$ cat config.mk
export PLATFORM = sky130hd
export DESIGN_NAME = dbmld_decoder
export DESIGN_NICKNAME = d
export VERILOG_FILES = /design/src/hw/dbmld_pkg.sv /design/src/hw/dbmld_decoder.sv
export SDC_FILE = /design/constraint.sdc
export NUM_CORES = 1
export LEC_CHECK = 0
export BUFFER_PORTS_ARGS = -buffer_cell sky130_fd_sc_hd__buf_2
export CAP_MARGIN = 20
export CORE_UTILIZATION = 55
export CTS_CLUSTER_DIAMETER = 60
export DETAILED_ROUTE_END_ITERATION = 16
export PLACE_DENSITY_LB_ADDON = 0.3
export SLEW_MARGIN = 10
export SYNTH_ARGS = -nofsm -noshare
export SYNTH_HDL_FRONTEND = slang
export SYNTH_SLANG_ARGS = --single-unit
$ cat constraint.sdc
create_clock -name core_clk_i -period 5.5 [get_ports core_clk_i]
set_clock_uncertainty 0.05 [all_clocks]
set_input_delay 1.1 -clock core_clk_i [delete_from_list [all_inputs] [get_ports core_clk_i]]
set_output_delay 1.1 -clock core_clk_i [all_outputs]
set_load 0.005 [all_outputs]
$ cat src/hw/dbmld_pkg.sv
/*
 decode package: opcode patterns, field positions, instruction classes,
 word and cycle counts for the branch/move/load decoder.
 assumes a 16-bit instruction word stream from the fetch path.
*/
package dbmld_pkg;

  localparam int WORD_W = 16;

  // fixed full-word opcodes
  localparam logic [15:0] OPC_BR_ACC_NZ = 16'hE308;
  localparam logic [15:0] OPC_BR_ACC_Z = 16'hE388;
  localparam logic [15:0] OPC_BR_OVF = 16'hE322;
  localparam logic [15:0] OPC_CFG_DATA = 16'hBE44;
  // high-order prefixes, and the fixed aux compare field in bits 3:2
  localparam logic [7:0] PFX_TEST_BIT_OPREG = 8'h6F;
  localparam logic [7:0] PFX_COPY_SRC_IMM = 8'hA8;
  localparam logic [7:0] PFX_COPY_DST_IMM = 8'hA9;
  localparam logic [7:0] PFX_PROG_COPY = 8'hA5;
  localparam logic [7:0] PFX_PORT_IN = 8'hAF;
  localparam logic [7:0] PFX_LOAD_HIGH = 8'h6A;
  localparam logic [3:0] PFX_DATA_MOVE_HI = 4'h7;
  localparam logic [7:0] PFX_DATA_MOVE_B = 8'h77;
  localparam logic [3:0] PFX_LOAD_SHIFT = 4'h1;
  localparam logic [11:0] PFX_LOAD_LONG = 12'hBF8;
  localparam logic [11:0] PFX_AUX_CMP = 12'hBF4;
  localparam logic [1:0] AUX_CMP_FIXED = 2'h1;

  // field positions
  localparam int ADDR_LSB = 0;
  localparam int ADDR_IND_BIT = 7;
  localparam int SHIFT_LSB = 8;

  // word/cycle figures
  localparam logic [2:0] CYC_ONE = 3'h1;
  localparam logic [2:0] CYC_TWO = 3'h2;
  localparam logic [2:0] CYC_THREE = 3'h3;
  localparam logic [2:0] CYC_FOUR = 3'h4;

  typedef enum logic [3:0] {
    OP_NONE = 4'h0,
    OP_BR_NZ = 4'h1,
    OP_BR_Z = 4'h2,
    OP_BR_OVF = 4'h3,
    OP_TEST_BIT_OPREG = 4'h4,
    OP_COPY_SRC_IMM = 4'h5,
    OP_COPY_DST_IMM = 4'h6,
    OP_PROG_COPY = 4'h7,
    OP_CFG_DATA = 4'h8,
    OP_AUX_CMP = 4'h9,
    OP_DATA_MOVE = 4'hA,
    OP_PORT_IN = 4'hB,
    OP_LOAD_SHIFT = 4'hC,
    OP_LOAD_LONG = 4'hD,
    OP_LOAD_HIGH = 4'hE
  } dbmld_op_type;

  typedef enum logic [0:0] {
    ST_FIRST = 1'b0,
    ST_SECOND = 1'b1
  } dbmld_state_type;

  typedef struct packed {
    logic valid;
    dbmld_op_type op;
    logic indirect;
    logic [6:0] addr;
    logic [3:0] shift;
    logic [1:0] cmp_cond;
    logic [15:0] imm;
    logic [1:0] words;
    logic [2:0] cyc_true;
    logic [2:0] cyc_false;
    logic is_cond;
  } dbmld_dec_type;

endpackage : dbmld_pkg

$ cat src/hw/dbmld_decoder.sv
/*
 instruction decoder for branch, bit test, block move, block config,
 aux compare, data move, port input and accumulator load opcodes.
 assumes the fetch path presents one word per cycle with a valid strobe
 on the core clock; any second word follows its first word.
*/
`timescale 1ns/1ps

module dbmld_decoder (
  // clock and reset
  input wire logic core_clk_i,
  input wire logic rst_i,
  // fetch stream
  input wire logic word_valid_i,
  input wire logic [15:0] word_i,
  // decoded instruction
  output dbmld_pkg::dbmld_dec_type dec_o,
  output logic illegal_o
);
  import dbmld_pkg::*;

  dbmld_state_type state_reg, state_next;
  dbmld_dec_type pend_reg, pend_next;
  dbmld_dec_type dec_reg, dec_next;
  logic illegal_reg, illegal_next;
  dbmld_dec_type cur;

  // first-word classification
  always_comb
  begin
    cur = '0;
    cur.indirect = word_i[ADDR_IND_BIT];
    cur.addr = word_i[6:0];
    cur.words = 2'h1;
    cur.cyc_true = CYC_ONE;
    cur.cyc_false = CYC_ONE;
    if (word_i == OPC_BR_ACC_NZ)
      cur.op = OP_BR_NZ;
    else if (word_i == OPC_BR_ACC_Z)
      cur.op = OP_BR_Z;
    else if (word_i == OPC_BR_OVF)
      cur.op = OP_BR_OVF;
    else if (word_i == OPC_CFG_DATA)
      cur.op = OP_CFG_DATA;
    else if (word_i[15:4] == PFX_AUX_CMP && word_i[3:2] == AUX_CMP_FIXED)
      cur.op = OP_AUX_CMP;
    else if (word_i[15:4] == PFX_LOAD_LONG)
      cur.op = OP_LOAD_LONG;
    else if (word_i[15:8] == PFX_TEST_BIT_OPREG)
      cur.op = OP_TEST_BIT_OPREG;
    else if (word_i[15:8] == PFX_LOAD_HIGH)
      cur.op = OP_LOAD_HIGH;
    else if (word_i[15:8] == PFX_COPY_SRC_IMM)
      cur.op = OP_COPY_SRC_IMM;
    else if (word_i[15:8] == PFX_COPY_DST_IMM)
      cur.op = OP_COPY_DST_IMM;
    else if (word_i[15:8] == PFX_PROG_COPY)
      cur.op = OP_PROG_COPY;
    else if (word_i[15:8] == PFX_PORT_IN)
      cur.op = OP_PORT_IN;
    // data move; other 0x7 codes belong to other decoders
    else if (word_i[15:8] == PFX_DATA_MOVE_B)
      cur.op = OP_DATA_MOVE;
    else if (word_i[15:12] == PFX_LOAD_SHIFT)
      cur.op = OP_LOAD_SHIFT;
    // shift count sits above the operand address, or in bits 3:0 for the long load
    cur.shift = word_i[SHIFT_LSB +: 4];
    if (cur.op == OP_LOAD_LONG)
      cur.shift = word_i[3:0];
    cur.cmp_cond = word_i[1:0];
    unique case (cur.op)
      OP_BR_NZ, OP_BR_Z, OP_BR_OVF:
      begin
        cur.words = 2'h2;
        cur.cyc_true = CYC_FOUR;
        cur.cyc_false = CYC_TWO;
        cur.is_cond = 1'b1;
      end
      OP_COPY_SRC_IMM, OP_COPY_DST_IMM, OP_PROG_COPY:
      begin
        cur.words = 2'h2;
        cur.cyc_true = CYC_THREE;
        cur.cyc_false = CYC_THREE;
      end
      OP_PORT_IN, OP_LOAD_LONG:
      begin
        cur.words = 2'h2;
        cur.cyc_true = CYC_TWO;
        cur.cyc_false = CYC_TWO;
      end
      default:
      begin
        cur.words = 2'h1;
      end
    endcase
    // opcodes with no operand address report indirect and addr cleared
    if (cur.op == OP_LOAD_LONG || cur.op == OP_AUX_CMP ||
        cur.is_cond || cur.op == OP_CFG_DATA || cur.op == OP_NONE)
    begin
      cur.indirect = 1'b0;
      cur.addr = 7'h00;
    end
  end

  // two-word sequencing
  always_comb
  begin
    state_next = state_reg;
    pend_next = pend_reg;
    dec_next = dec_reg;
    dec_next.valid = 1'b0;
    illegal_next = 1'b0;
    if (word_valid_i)
    begin
      unique case (state_reg)
        ST_FIRST:
        begin
          if (cur.op == OP_NONE)
            illegal_next = 1'b1;
          else if (cur.words == 2'h2)
          begin
            pend_next = cur;
            state_next = ST_SECOND;
          end
          else
          begin
            dec_next = cur;
            dec_next.valid = 1'b1;
          end
        end
        ST_SECOND:
        begin
          dec_next = pend_reg;
          dec_next.imm = word_i;
          dec_next.valid = 1'b1;
          state_next = ST_FIRST;
        end
      endcase
    end
  end

  always_ff @(posedge core_clk_i)
  begin
    if (rst_i)
    begin
      state_reg <= ST_FIRST;
      pend_reg <= '0;
      dec_reg <= '0;
      illegal_reg <= 1'b0;
    end
    else
    begin
      state_reg <= state_next;
      pend_reg <= pend_next;
      dec_reg <= dec_next;
      illegal_reg <= illegal_next;
    end
  end

  assign dec_o = dec_reg;
  assign illegal_o = illegal_reg;

  a_branch_cycles: assert property (@(posedge core_clk_i) disable iff (rst_i)
    dec_o.valid && dec_o.is_cond |-> dec_o.cyc_true == CYC_FOUR &&
      dec_o.cyc_false == CYC_TWO && dec_o.words == 2'h2)
    else $error("branch cycle counts wrong");

  a_zero_branch: assert property (@(posedge core_clk_i) disable iff (rst_i)
    state_reg == ST_FIRST && word_valid_i && word_i == OPC_BR_ACC_Z
    ##1 word_valid_i |=> dec_o.valid && dec_o.op == OP_BR_Z &&
      dec_o.imm == $past(word_i))
    else $error("zero branch not decoded");

  a_bit_test: assert property (@(posedge core_clk_i) disable iff (rst_i)
    state_reg == ST_FIRST && word_valid_i &&
      word_i[15:8] == PFX_TEST_BIT_OPREG
    |=> dec_o.valid && dec_o.op == OP_TEST_BIT_OPREG && dec_o.words == 2'h1)
    else $error("bit test not decoded in one cycle");

  a_copy_imm: assert property (@(posedge core_clk_i) disable iff (rst_i)
    state_reg == ST_FIRST && word_valid_i &&
      word_i[15:8] == PFX_COPY_SRC_IMM
    |=> !dec_o.valid && state_reg == ST_SECOND)
    else $error("copy did not wait for second word");

  a_copy_cycles: assert property (@(posedge core_clk_i) disable iff (rst_i)
    dec_o.valid && (dec_o.op == OP_COPY_DST_IMM ||
      dec_o.op == OP_PROG_COPY) |-> dec_o.cyc_true == CYC_THREE)
    else $error("copy cycle count wrong");

  a_cfg_data: assert property (@(posedge core_clk_i) disable iff (rst_i)
    state_reg == ST_FIRST && word_valid_i &&
      word_i == OPC_CFG_DATA |=> dec_o.valid && dec_o.op == OP_CFG_DATA)
    else $error("configure block not decoded");

  a_load_shift: assert property (@(posedge core_clk_i) disable iff (rst_i)
    state_reg == ST_FIRST && word_valid_i &&
      word_i[15:12] == PFX_LOAD_SHIFT
    |=> dec_o.op == OP_LOAD_SHIFT && dec_o.shift == $past(word_i[11:8]))
    else $error("load shift field wrong");

  a_addr_mode: assert property (@(posedge core_clk_i) disable iff (rst_i)
    state_reg == ST_FIRST && word_valid_i &&
      word_i[15:8] == PFX_LOAD_HIGH
    |=> dec_o.indirect == $past(word_i[7]) && dec_o.addr == $past(word_i[6:0]))
    else $error("operand address mode wrong");

endmodule : dbmld_decoder

Word-level counts from Yosys, hierarchy flattened --
Cells that the tools add are included.
Operators by class: eq/ne operators 28, mux-type cells 26, bitwise operators 3, reduce and logical (&&, ||, !) cells 14
Operator list (count):
- 44-bit two-way mux | 2
- 44-bit case mux with 2 select lines | 1
- 16-bit == test (second input constant) | 4
- 4-bit two-way mux | 15
- 8-bit == test (second input constant) | 4
- 12-bit == test (second input constant) | 2
- 8-bit by 7-bit == test with 1-bit output (second input constant) | 3
- 6-bit case mux with 3 select lines | 1
- 4-bit == test (second input constant) | 4
- 4-bit by 3-bit == test with 1-bit output (second input constant) | 3
- 3-bit OR reduction | 3
- 4-bit by 1-bit == test with 1-bit output (second input constant) | 2
- 4-bit by 2-bit == test with 1-bit output (second input constant) | 2
- 8-bit two-way mux | 1
- 8-bit OR reduction | 1
- 4-bit zero test | 1
- 1-bit logical OR | 4
- 1-bit two-way mux | 4
- 2-bit inequality test (second input constant) | 2
- 4-bit AND reduction | 1
- 2-bit OR reduction | 2
- 1-bit NOT | 3
- 3-bit AND reduction | 1
- 2-bit by 1-bit == test with 1-bit output (second input constant) | 1
- 4 further kinds | 4
Storage, ports and cells: register bits after elaboration 73, word-level logic and storage cells 93

Longest topological paths before layout --
Gate-level depths: netlist (run 1).
word-level depth 25, gate-level depth with buffers 10, gate-level depth less buffers 7

Worst setup path before layout (run 1) --
Ideal clock, no wire load.
path kind input to register, from input port word_i[12], to register pend_reg[38] (netlist name), setup time 121 ps, arrival time 3040 ps, data required time 5329 ps, path slack 2288 ps, stages 9, cell sequence buf_6 > or4b_1 > a211o_1 > o221a_4 > and3_4 > a311o_2 > buf_2 > nand3b_1 > o41ai_2
On the way: longest elaborated chain between the ends 22, elaborated cells on any way between the ends 52, classes of those cells 25 x eq/ne; 17 x mux; 1 x bitwise; 9 x reduce/logical
Ends and longest elaborated chain:
- from (decl) | line dbmld_decoder.sv:15 | input wire logic [15:0] word_i,
- 4-bit by 1-bit == test with 1-bit output | line dbmld_decoder.sv:64 | else if (word_i[15:12] == PFX_LOAD_SHIFT)
- 4-bit two-way mux | line dbmld_decoder.sv:64
- 4-bit two-way mux | line dbmld_decoder.sv:62 | else if (word_i[15:8] == PFX_DATA_MOVE_B)
- 4-bit two-way mux | line dbmld_decoder.sv:59 | else if (word_i[15:8] == PFX_PORT_IN)
- 4-bit two-way mux | line dbmld_decoder.sv:57 | else if (word_i[15:8] == PFX_PROG_COPY)
- 4-bit two-way mux | line dbmld_decoder.sv:55 | else if (word_i[15:8] == PFX_COPY_DST_IMM)
- 4-bit two-way mux | line dbmld_decoder.sv:53 | else if (word_i[15:8] == PFX_COPY_SRC_IMM)
- 4-bit two-way mux | line dbmld_decoder.sv:51 | else if (word_i[15:8] == PFX_LOAD_HIGH)
- 4-bit two-way mux | line dbmld_decoder.sv:49 | else if (word_i[15:8] == PFX_TEST_BIT_OPREG)
- 4-bit two-way mux | line dbmld_decoder.sv:47 | else if (word_i[15:4] == PFX_LOAD_LONG)
- 4-bit two-way mux | line dbmld_decoder.sv:45 | else if (word_i[15:4] == PFX_AUX_CMP && word_i[3:2] == AUX_CMP_FIXED)
- 4-bit two-way mux | line dbmld_decoder.sv:43 | else if (word_i == OPC_CFG_DATA)
- 4-bit two-way mux | line dbmld_decoder.sv:41 | else if (word_i == OPC_BR_OVF)
- 4-bit two-way mux | line dbmld_decoder.sv:39 | else if (word_i == OPC_BR_ACC_Z)
- 4-bit two-way mux * | line dbmld_decoder.sv:37 | if (word_i == OPC_BR_ACC_NZ)
- parallel branches: the longest is 7 deep, another holds 8-bit OR reduction
- to (signal assigned) | line dbmld_decoder.sv:154 | pend_reg <= pend_next;
- to (decl) | line dbmld_decoder.sv:23 | dbmld_dec_type pend_reg, pend_next;
Mark *: on every way between the ends. A chain may end at the register's enable or synchronous reset.

Final worst setup path (run 1) --
from input port word_i[11], to register pend_reg[7] (netlist name)
On the way: longest elaborated chain between the ends 19, elaborated cells on any way between the ends 41, classes of those cells 22 x eq/ne; 14 x mux; 1 x bitwise; 4 x reduce/logical
Ends and longest elaborated chain:
- 8-bit by 7-bit == test with 1-bit output | line dbmld_decoder.sv:62
- 4-bit two-way mux | line dbmld_decoder.sv:62
- 4-bit two-way mux | line dbmld_decoder.sv:59
- 4-bit two-way mux | line dbmld_decoder.sv:57
- 4-bit two-way mux | line dbmld_decoder.sv:55
- 4-bit two-way mux | line dbmld_decoder.sv:53
- 4-bit two-way mux | line dbmld_decoder.sv:51
- 4-bit two-way mux | line dbmld_decoder.sv:49
- (+3 left out)
- 4-bit two-way mux | line dbmld_decoder.sv:41
- 4-bit two-way mux | line dbmld_decoder.sv:39
- 4-bit two-way mux * | line dbmld_decoder.sv:37
- 4-bit == test, or another cell as far along | line dbmld_decoder.sv:71 | unique case (cur.op)
- 8-bit OR reduction (no line)
- 2-bit two-way mux | line dbmld_decoder.sv:71
- 2-bit == test | line dbmld_decoder.sv:120 | else if (cur.words == 2'h2)
- 4-bit AND reduction (no line)
Every way passes the cells marked *; elsewhere a longest branch is shown, timed or not.

==> impl_metrics.csv, run 1 <==
group,metric,value,unit
run_status,status,"complete, no violations",
clock_tree,numCtsBuffers,9,
clock_tree,clkLatencyLatePin,0.34,ns
setup_path,cp_data_arrival_time,3.84,ns
timing,tns,0,ns
placed_design,place_hpwl,5.51,mm
worst_hold_path,hold_path_depth,2,
timing,finalMaxSlewViolations,0,
synth,yosysMostFrequentCell,"dfxtp_1",
detailed_routing,wl_per_cell,16.4,um
setup_path,ff2ff_path_depth,4,
synth,yosysUniqueCellTypes,68,
global_routing,overflow,0,
detailed_routing,dr_total_vias,2917,
global_routing,grt_use_total,27.1,%
synth,yosys.area.top_type,"dfxtp_1",
timing,hold_slack,0.399,ns
floorplanning,row_count,27,
clock_tree,cts_hold_buf,0,
pwr,leakagePower,1.47,nW
final_layout,final_util,65.6,%
detailed_routing,viasPerCell,6.03,
setup_path,end_kind,"flip-flop",
global_routing,grt_max_degree,49,
timing,min_period,3.66,ns
clock_tree,clock_sinks,69,
setup_path,start_kind,"input port",
floorplanning,fp.dieW,79.6,um
timing,worstMarginPinSlew,0.999,ns
timing,fmax,273,MHz
clock_tree,clkTransAtPathRegs,0.07,ns
pwr,power,1.02,mW
setup_path,crit_required,5.69,ns
synth,synthTopCellsByCount,"69 x dfxtp_1, 60 x nor2_1, 26 x nand2_1, 21 x a22oi_1, 18 x nor3_1",
pwr,power_density,276,nW/um^2
synth,synth_top_area_share,41.7,%
synth,yosys_warnings,0,
setup_path,r2r_start,"state_reg",
clock_tree,cts_root_buffer,"clkbuf_8",
setup_path,cp-startpoint,"word_i[11]",
final_layout,drive_above_1_share,25.0,%
synth,ys.flop_type,"dfxtp_1",
final_layout,largest_reg_flops,42,
setup_path,worstSetupPathType,"in -> reg",
placed_design,portBuffers,62,
detailed_routing,drtPass1Iterations,5,
setup_path,r2r-end,"pend_reg[7]",
timing,setup_viol,0,
global_routing,grt_first_pass_wirelength,13.2,mm
synth,synthArstFlopShare,0,%
timing,rsz0062_at_grt,"false",
final_layout,nets,426,
global_routing,grt_pass1_vias,2611,
final_layout,syn2layout_area_growth,11.7,%
synth,synth_area_per_cell,9.13,um^2
detailed_routing,routed_wirelength,7.95,mm
synth,synth_area,3310,um^2
synth,ys_ff_latch,69,
timing,hold_viol,0,
timing,fin_crit_sh,66.5,%
floorplanning,start_util,58.7,%
clock_tree,cts_tree,"done",
final_layout,final_cells,484,
clock_tree,cts.path.max_buffers,2,
floorplanning,dieArea,6340,um^2
timing,relSlewSlack,33.4,%
synth,postSynthNetCount,382,
detailed_routing,ant_nets,0,
floorplanning,die_height,79.6,um
placed_design,place_inst,468,
floorplanning,core-area,5640,um^2
clock_tree,htreeDepth,3,
pwr,ir_worst_vdd,0.166,mV
worst_hold_path,hold_path_end,"pend_reg[35]",
setup_path,rrSetupSlack,3.04,ns
clock_tree,postCtsSetupBuffers,0,
placed_design,place.gp.congestion,0.864,
synth,syn_inst,363,
detailed_routing,first_iter_violations,239,
synth,synth.area.top_cells,"dfxtp_1 42%, nor2_1 6.8%, a22oi_1 4.8%",
synth,synth-edff-count,0,
global_routing,antenna_found_initial,0,
floorplanning,io_pins,64,
run,maxCapViolations,0,
worst_hold_path,hold_start,"pend_reg[35]",
setup_path,cp_max_fo,21,
final_layout,diodes,0,
clock_tree,cts_resized,0,
synth,ys_seq_area_share,41.7,%
worst_hold_path,hold_class,"reg -> reg",
detailed_routing,drc,0,
==> cell type report <==
class | instances | area, um^2
clock buffer | 12 | 135
clock inverter | 4 | 48.8
fill | 487 | 1940
inverter | 3 | 11.3
multi-input combinational | 260 | 1710
sequential | 69 | 1380
tap | 72 | 90.1
timing repair buffer | 64 | 325
==> cell families (layout without fill, tap and decap cells) <==
logic type / Yosys count / after routing / synth area share (%)
buffers and inverters: 34 / 83 / 6.87
AND/OR/NAND/NOR: 169 / 169 / 28.7
other: 1 / 1 / 0.113
AO/OA/AOI/OAI: 87 / 87 / 21.7
XOR/XNOR: 1 / 1 / 0.264
multiplexers: 2 / 2 / 0.679
flip-flops: 69 / 69 / 41.7
==> cells in the final DEF, fill, tap and decap left out, types with 3 or more instances in the layout <==
cell type	instances
dfxtp_1	69
buf_2	62
nor2_1	60
nand2_1	26
a22oi_1	21
nor3_1	18
a21oi_1	15
nor3b_1	11
clkbuf_8	9
a221o_1	8
nor4bb_1	7
a221oi_1	7
nand3_1	6
a211oi_1	4
inv_1	3
and4bb_2	3
o21ai_0	3
o2bb2ai_1	3
nand3b_1	3
and2_1	3
clkbuf_1	3
==> per-stage QoR <==
step                worst slack (ns)  instance area [um^2]
floorplan                       2.29                  3310
global placement                1.64                  3520
detailed placement              1.51                  3520
CTS                             1.86                  3700
global route                    1.65                  3700
finish                          1.84                  3700
==> power by group <==
group	switching, mW	leakage, nW	internal, mW
Clock	0.183	0.0943	0.209
Combinational	0.0708	0.819	0.0389
Sequential	0.00778	0.558	0.513
==> worst max path at each step <==
stage | endpoint | slack (ns) | cells after the start
global placement | pend_reg[7] | 1.64 | 7
CTS | pend_reg[7] | 1.86 | 7
floorplan | pend_reg[38] | 2.29 | 9
detailed placement | pend_reg[7] | 1.51 | 7
finish | pend_reg[7] | 1.84 | 7
global route | pend_reg[7] | 1.65 | 8
==> worst max-delay path, stage by stage <==
cell and delay, ns:
buf_2 0.20, or4b_1 0.53, a211oi_1 0.43, nor2_1 0.24
a311oi_4 0.90, nor2_1 0.21, and2_1 0.23
==> routing by layer <==
layer,GRT usage [%],up-vias,wire (um)
li1,-,1427,-
met1,36.7,1364,3550
met2,42.1,111,3760
met3,5.60,15,497
met4,10.2,0,142
met5,0,-,0
(Power assumes the default switching activity.)
==> run 2, diff against run 1 <==
==> constraint.sdc (replaced) <==
create_clock -name core_clk_i -period 3.5 [get_ports core_clk_i]
set_clock_uncertainty 0.05 [all_clocks]
set_input_delay 0.7 -clock core_clk_i [delete_from_list [all_inputs] [get_ports core_clk_i]]
set_output_delay 0.7 -clock core_clk_i [all_outputs]
set_load 0.005 [all_outputs]
==> impl_metrics.csv, run 2 (synthesis gave the netlist of run 1 again) <==
group,metric,value,unit
setup_path,crit_required,3.69,ns
worst_hold_path,hold_path_end,"dec_o[41]",
floorplanning,io_pins,64,
detailed_routing,wl_per_cell,16.5,um
detailed_routing,drtPass1Iterations,4,
worst_hold_path,hold_start,"dec_o[41]",
final_layout,final_util,66.6,%
setup_path,crit_chain,"buf_2 > or4b_1 > a211oi_1 > nor2_1 > a311oi_4 > buf_4 > nor3b_1 > a31o_1",
pwr,seq_power_share,50.2,%
timing,tns,0,ns
final_layout,final_common_cell,"dfxtp_1",
detailed_routing,routed_wirelength,8.10,mm
timing,setup_viol,0,
setup_path,ff2ff_path_depth,5,
setup_path,end_kind,"flip-flop",
setup_path,worstSetupPathType,"in -> reg",
final_layout,largest_reg_flops,42,
pwr,combPwrFrac,10.8,%
detailed_routing,drc,0,
pwr,p_sw,0.415,mW
timing,rsz0062_at_grt,"false",
detailed_routing,ant_nets,0,
timing,worstMarginPinSlew,0.799,ns
global_routing,grt_first_pass_wirelength,13.1,mm
clock_tree,cts.path.max_buffers,2,
pwr,leakagePower,1.50,nW
pwr,sw_frac_of_total,25.4,%
final_layout,nets,432,
setup_path,rrSetupSlack,1.38,ns
global_routing,antenna_found_initial,1,
floorplanning,core-area,5640,um^2
timing,relSlewSlack,46.7,%
setup_path,cp_top_family,"compound AO/OA/AOI/OAI gates",
global_routing,grt_use_total,26.8,%
timing,fmax,349,MHz
global_routing,grt_max_degree,39,
run_status,status,"complete, no violations",
floorplanning,dieArea,6340,um^2
run,maxCapViolations,0,
floorplanning,start_util,58.7,%
timing,hold_viol,0,
clock_tree,clkTransAtPathRegs,0.07,ns
detailed_routing,viasPerCell,6.00,
clock_tree,cts_tree,"done",
final_layout,final_cell_mix,"69 x dfxtp_1, 62 x buf_2, 60 x nor2_1, 26 x nand2_1, 21 x a22oi_1",
setup_path,cp_num_buf_inv,2,
detailed_routing,dr_total_vias,2941,
pwr,power,1.63,mW
setup_path,r2r_start,"state_reg",
clock_tree,clock_sinks,69,
final_layout,nFillCells,489,
worst_hold_path,hold_class,"reg -> reg",
final_layout,final_area,3750,um^2
floorplanning,fp.dieW,79.6,um
clock_tree,cts_root_buffer,"clkbuf_8",
setup_path,crit_slowest_cell,"or4b_1",
timing,min_period,2.86,ns
floorplanning,row_count,27,
setup_path,cp_data_arrival_time,3.05,ns
setup_path,cp_max_fo,18,
placed_design,portBuffers,62,
global_routing,overflow,0,
final_layout,syn2layout_area_growth,13.3,%
setup_path,r2r-end,"dec_o[32]",
timing,finalMaxSlewViolations,0,
final_layout,diodes,0,
placed_design,placed_cell_area,3560,um^2
global_routing,grt_pass1_vias,2705,
placed_design,place.gp.congestion,0.903,
setup_path,start_kind,"input port",
pwr,clkPwrFrac,39.0,%
setup_path,critPathMaxStageDelay,0.53,ns
clock_tree,clkLatencyLatePin,0.35,ns
pwr,ir_worst_vdd,0.278,mV
clock_tree,cts_resized,0,
worst_hold_path,hold_path_depth,2,
timing,fin_crit_sh,81.8,%
clock_tree,htreeDepth,3,
final_layout,drive_above_1_share,26.3,%
clock_tree,numCtsBuffers,9,
placed_design,place_hpwl,5.67,mm
pwr,p_int,1.22,mW
pwr,power_density,435,nW/um^2
clock_tree,postCtsSetupBuffers,0,
clock_tree,cts_hold_buf,0,
floorplanning,die_height,79.6,um
detailed_routing,first_iter_violations,206,
run 2: changes by cell type in the layout (fill, tap and decap cells not counted):
cell and delta:
clkbuf_8 +1, clkinvlp_4 +1, clkbuf_1 -1, buf_4 +6, clkinv_4 -1
run 2: worst max path at each step:
stage / start / to / slack [ns] / cells after the start
3_5_place_dp: word_i[11] / pend_reg[32] / 0.29 / 8
3_3_place_gp: word_i[11] / pend_reg[33] / 0.38 / 8
6_report: word_i[11] / pend_reg[32] / 0.64 / 8
2_1_floorplan: word_i[12] / pend_reg[38] / 0.69 / 9
5_1_grt: word_i[11] / dec_o[27] / 0.43 / 9
4_1_cts: word_i[11] / pend_reg[32] / 0.65 / 8
run 2: area by class of cell:
cell class / count / area [um^2] / share of cell area, %
Multi-Input combinational cell: 260 / 1710 / 45.5
Sequential cell: 69 / 1380 / 36.8
Timing Repair Buffer: 70 / 370 / 9.86
Clock buffer: 12 / 145 / 3.87
Tap cell: 72 / 90.1 / 2.40
Clock inverter: 4 / 47.5 / 1.27
Inverter: 3 / 11.3 / 0.300
run 2: power groups by stage:
stage	combinational, mW	clock [mW]	sequential (mW)
2_1_floorplan	0.123	0	0.835
4_1_cts	0.176	0.645	0.819
6_report	0.177	0.636	0.819
3_3_place_gp	0.171	0	0.836
3_5_place_dp	0.174	0	0.837
5_1_grt	0.194	0.680	0.821
run 2: through the flow:
step / setup WS (ns) / hold WS (ns) / std cells
final: 0.638 / 0.403 / 490
after detailed placement: 0.285 / 0.394 / 474
after floorplan: 0.688 / 0.377 / 363
after global routing: 0.428 / 0.430 / 490
after CTS: 0.648 / 0.405 / 490
after global placement: 0.383 / 0.385 / 474
run 2: worst register-to-register path: stages (launching register included):
cell and delay, ns:
dfxtp_1 0.78, or2b_2 0.29, nor2_1 0.07, and2_1 0.28, and2b_1 0.23, a221o_1 0.30
run 2: metal layers:
metal | GRT usage [%] | part of all wire, % | vias up
li1 | - | - | 1437
met5 | 0 | 0.099 | -
met4 | 10.0 | 1.5 | 2
met1 | 33.2 | 44 | 1379
met3 | 8.11 | 6.6 | 13
met2 | 43.6 | 48 | 110
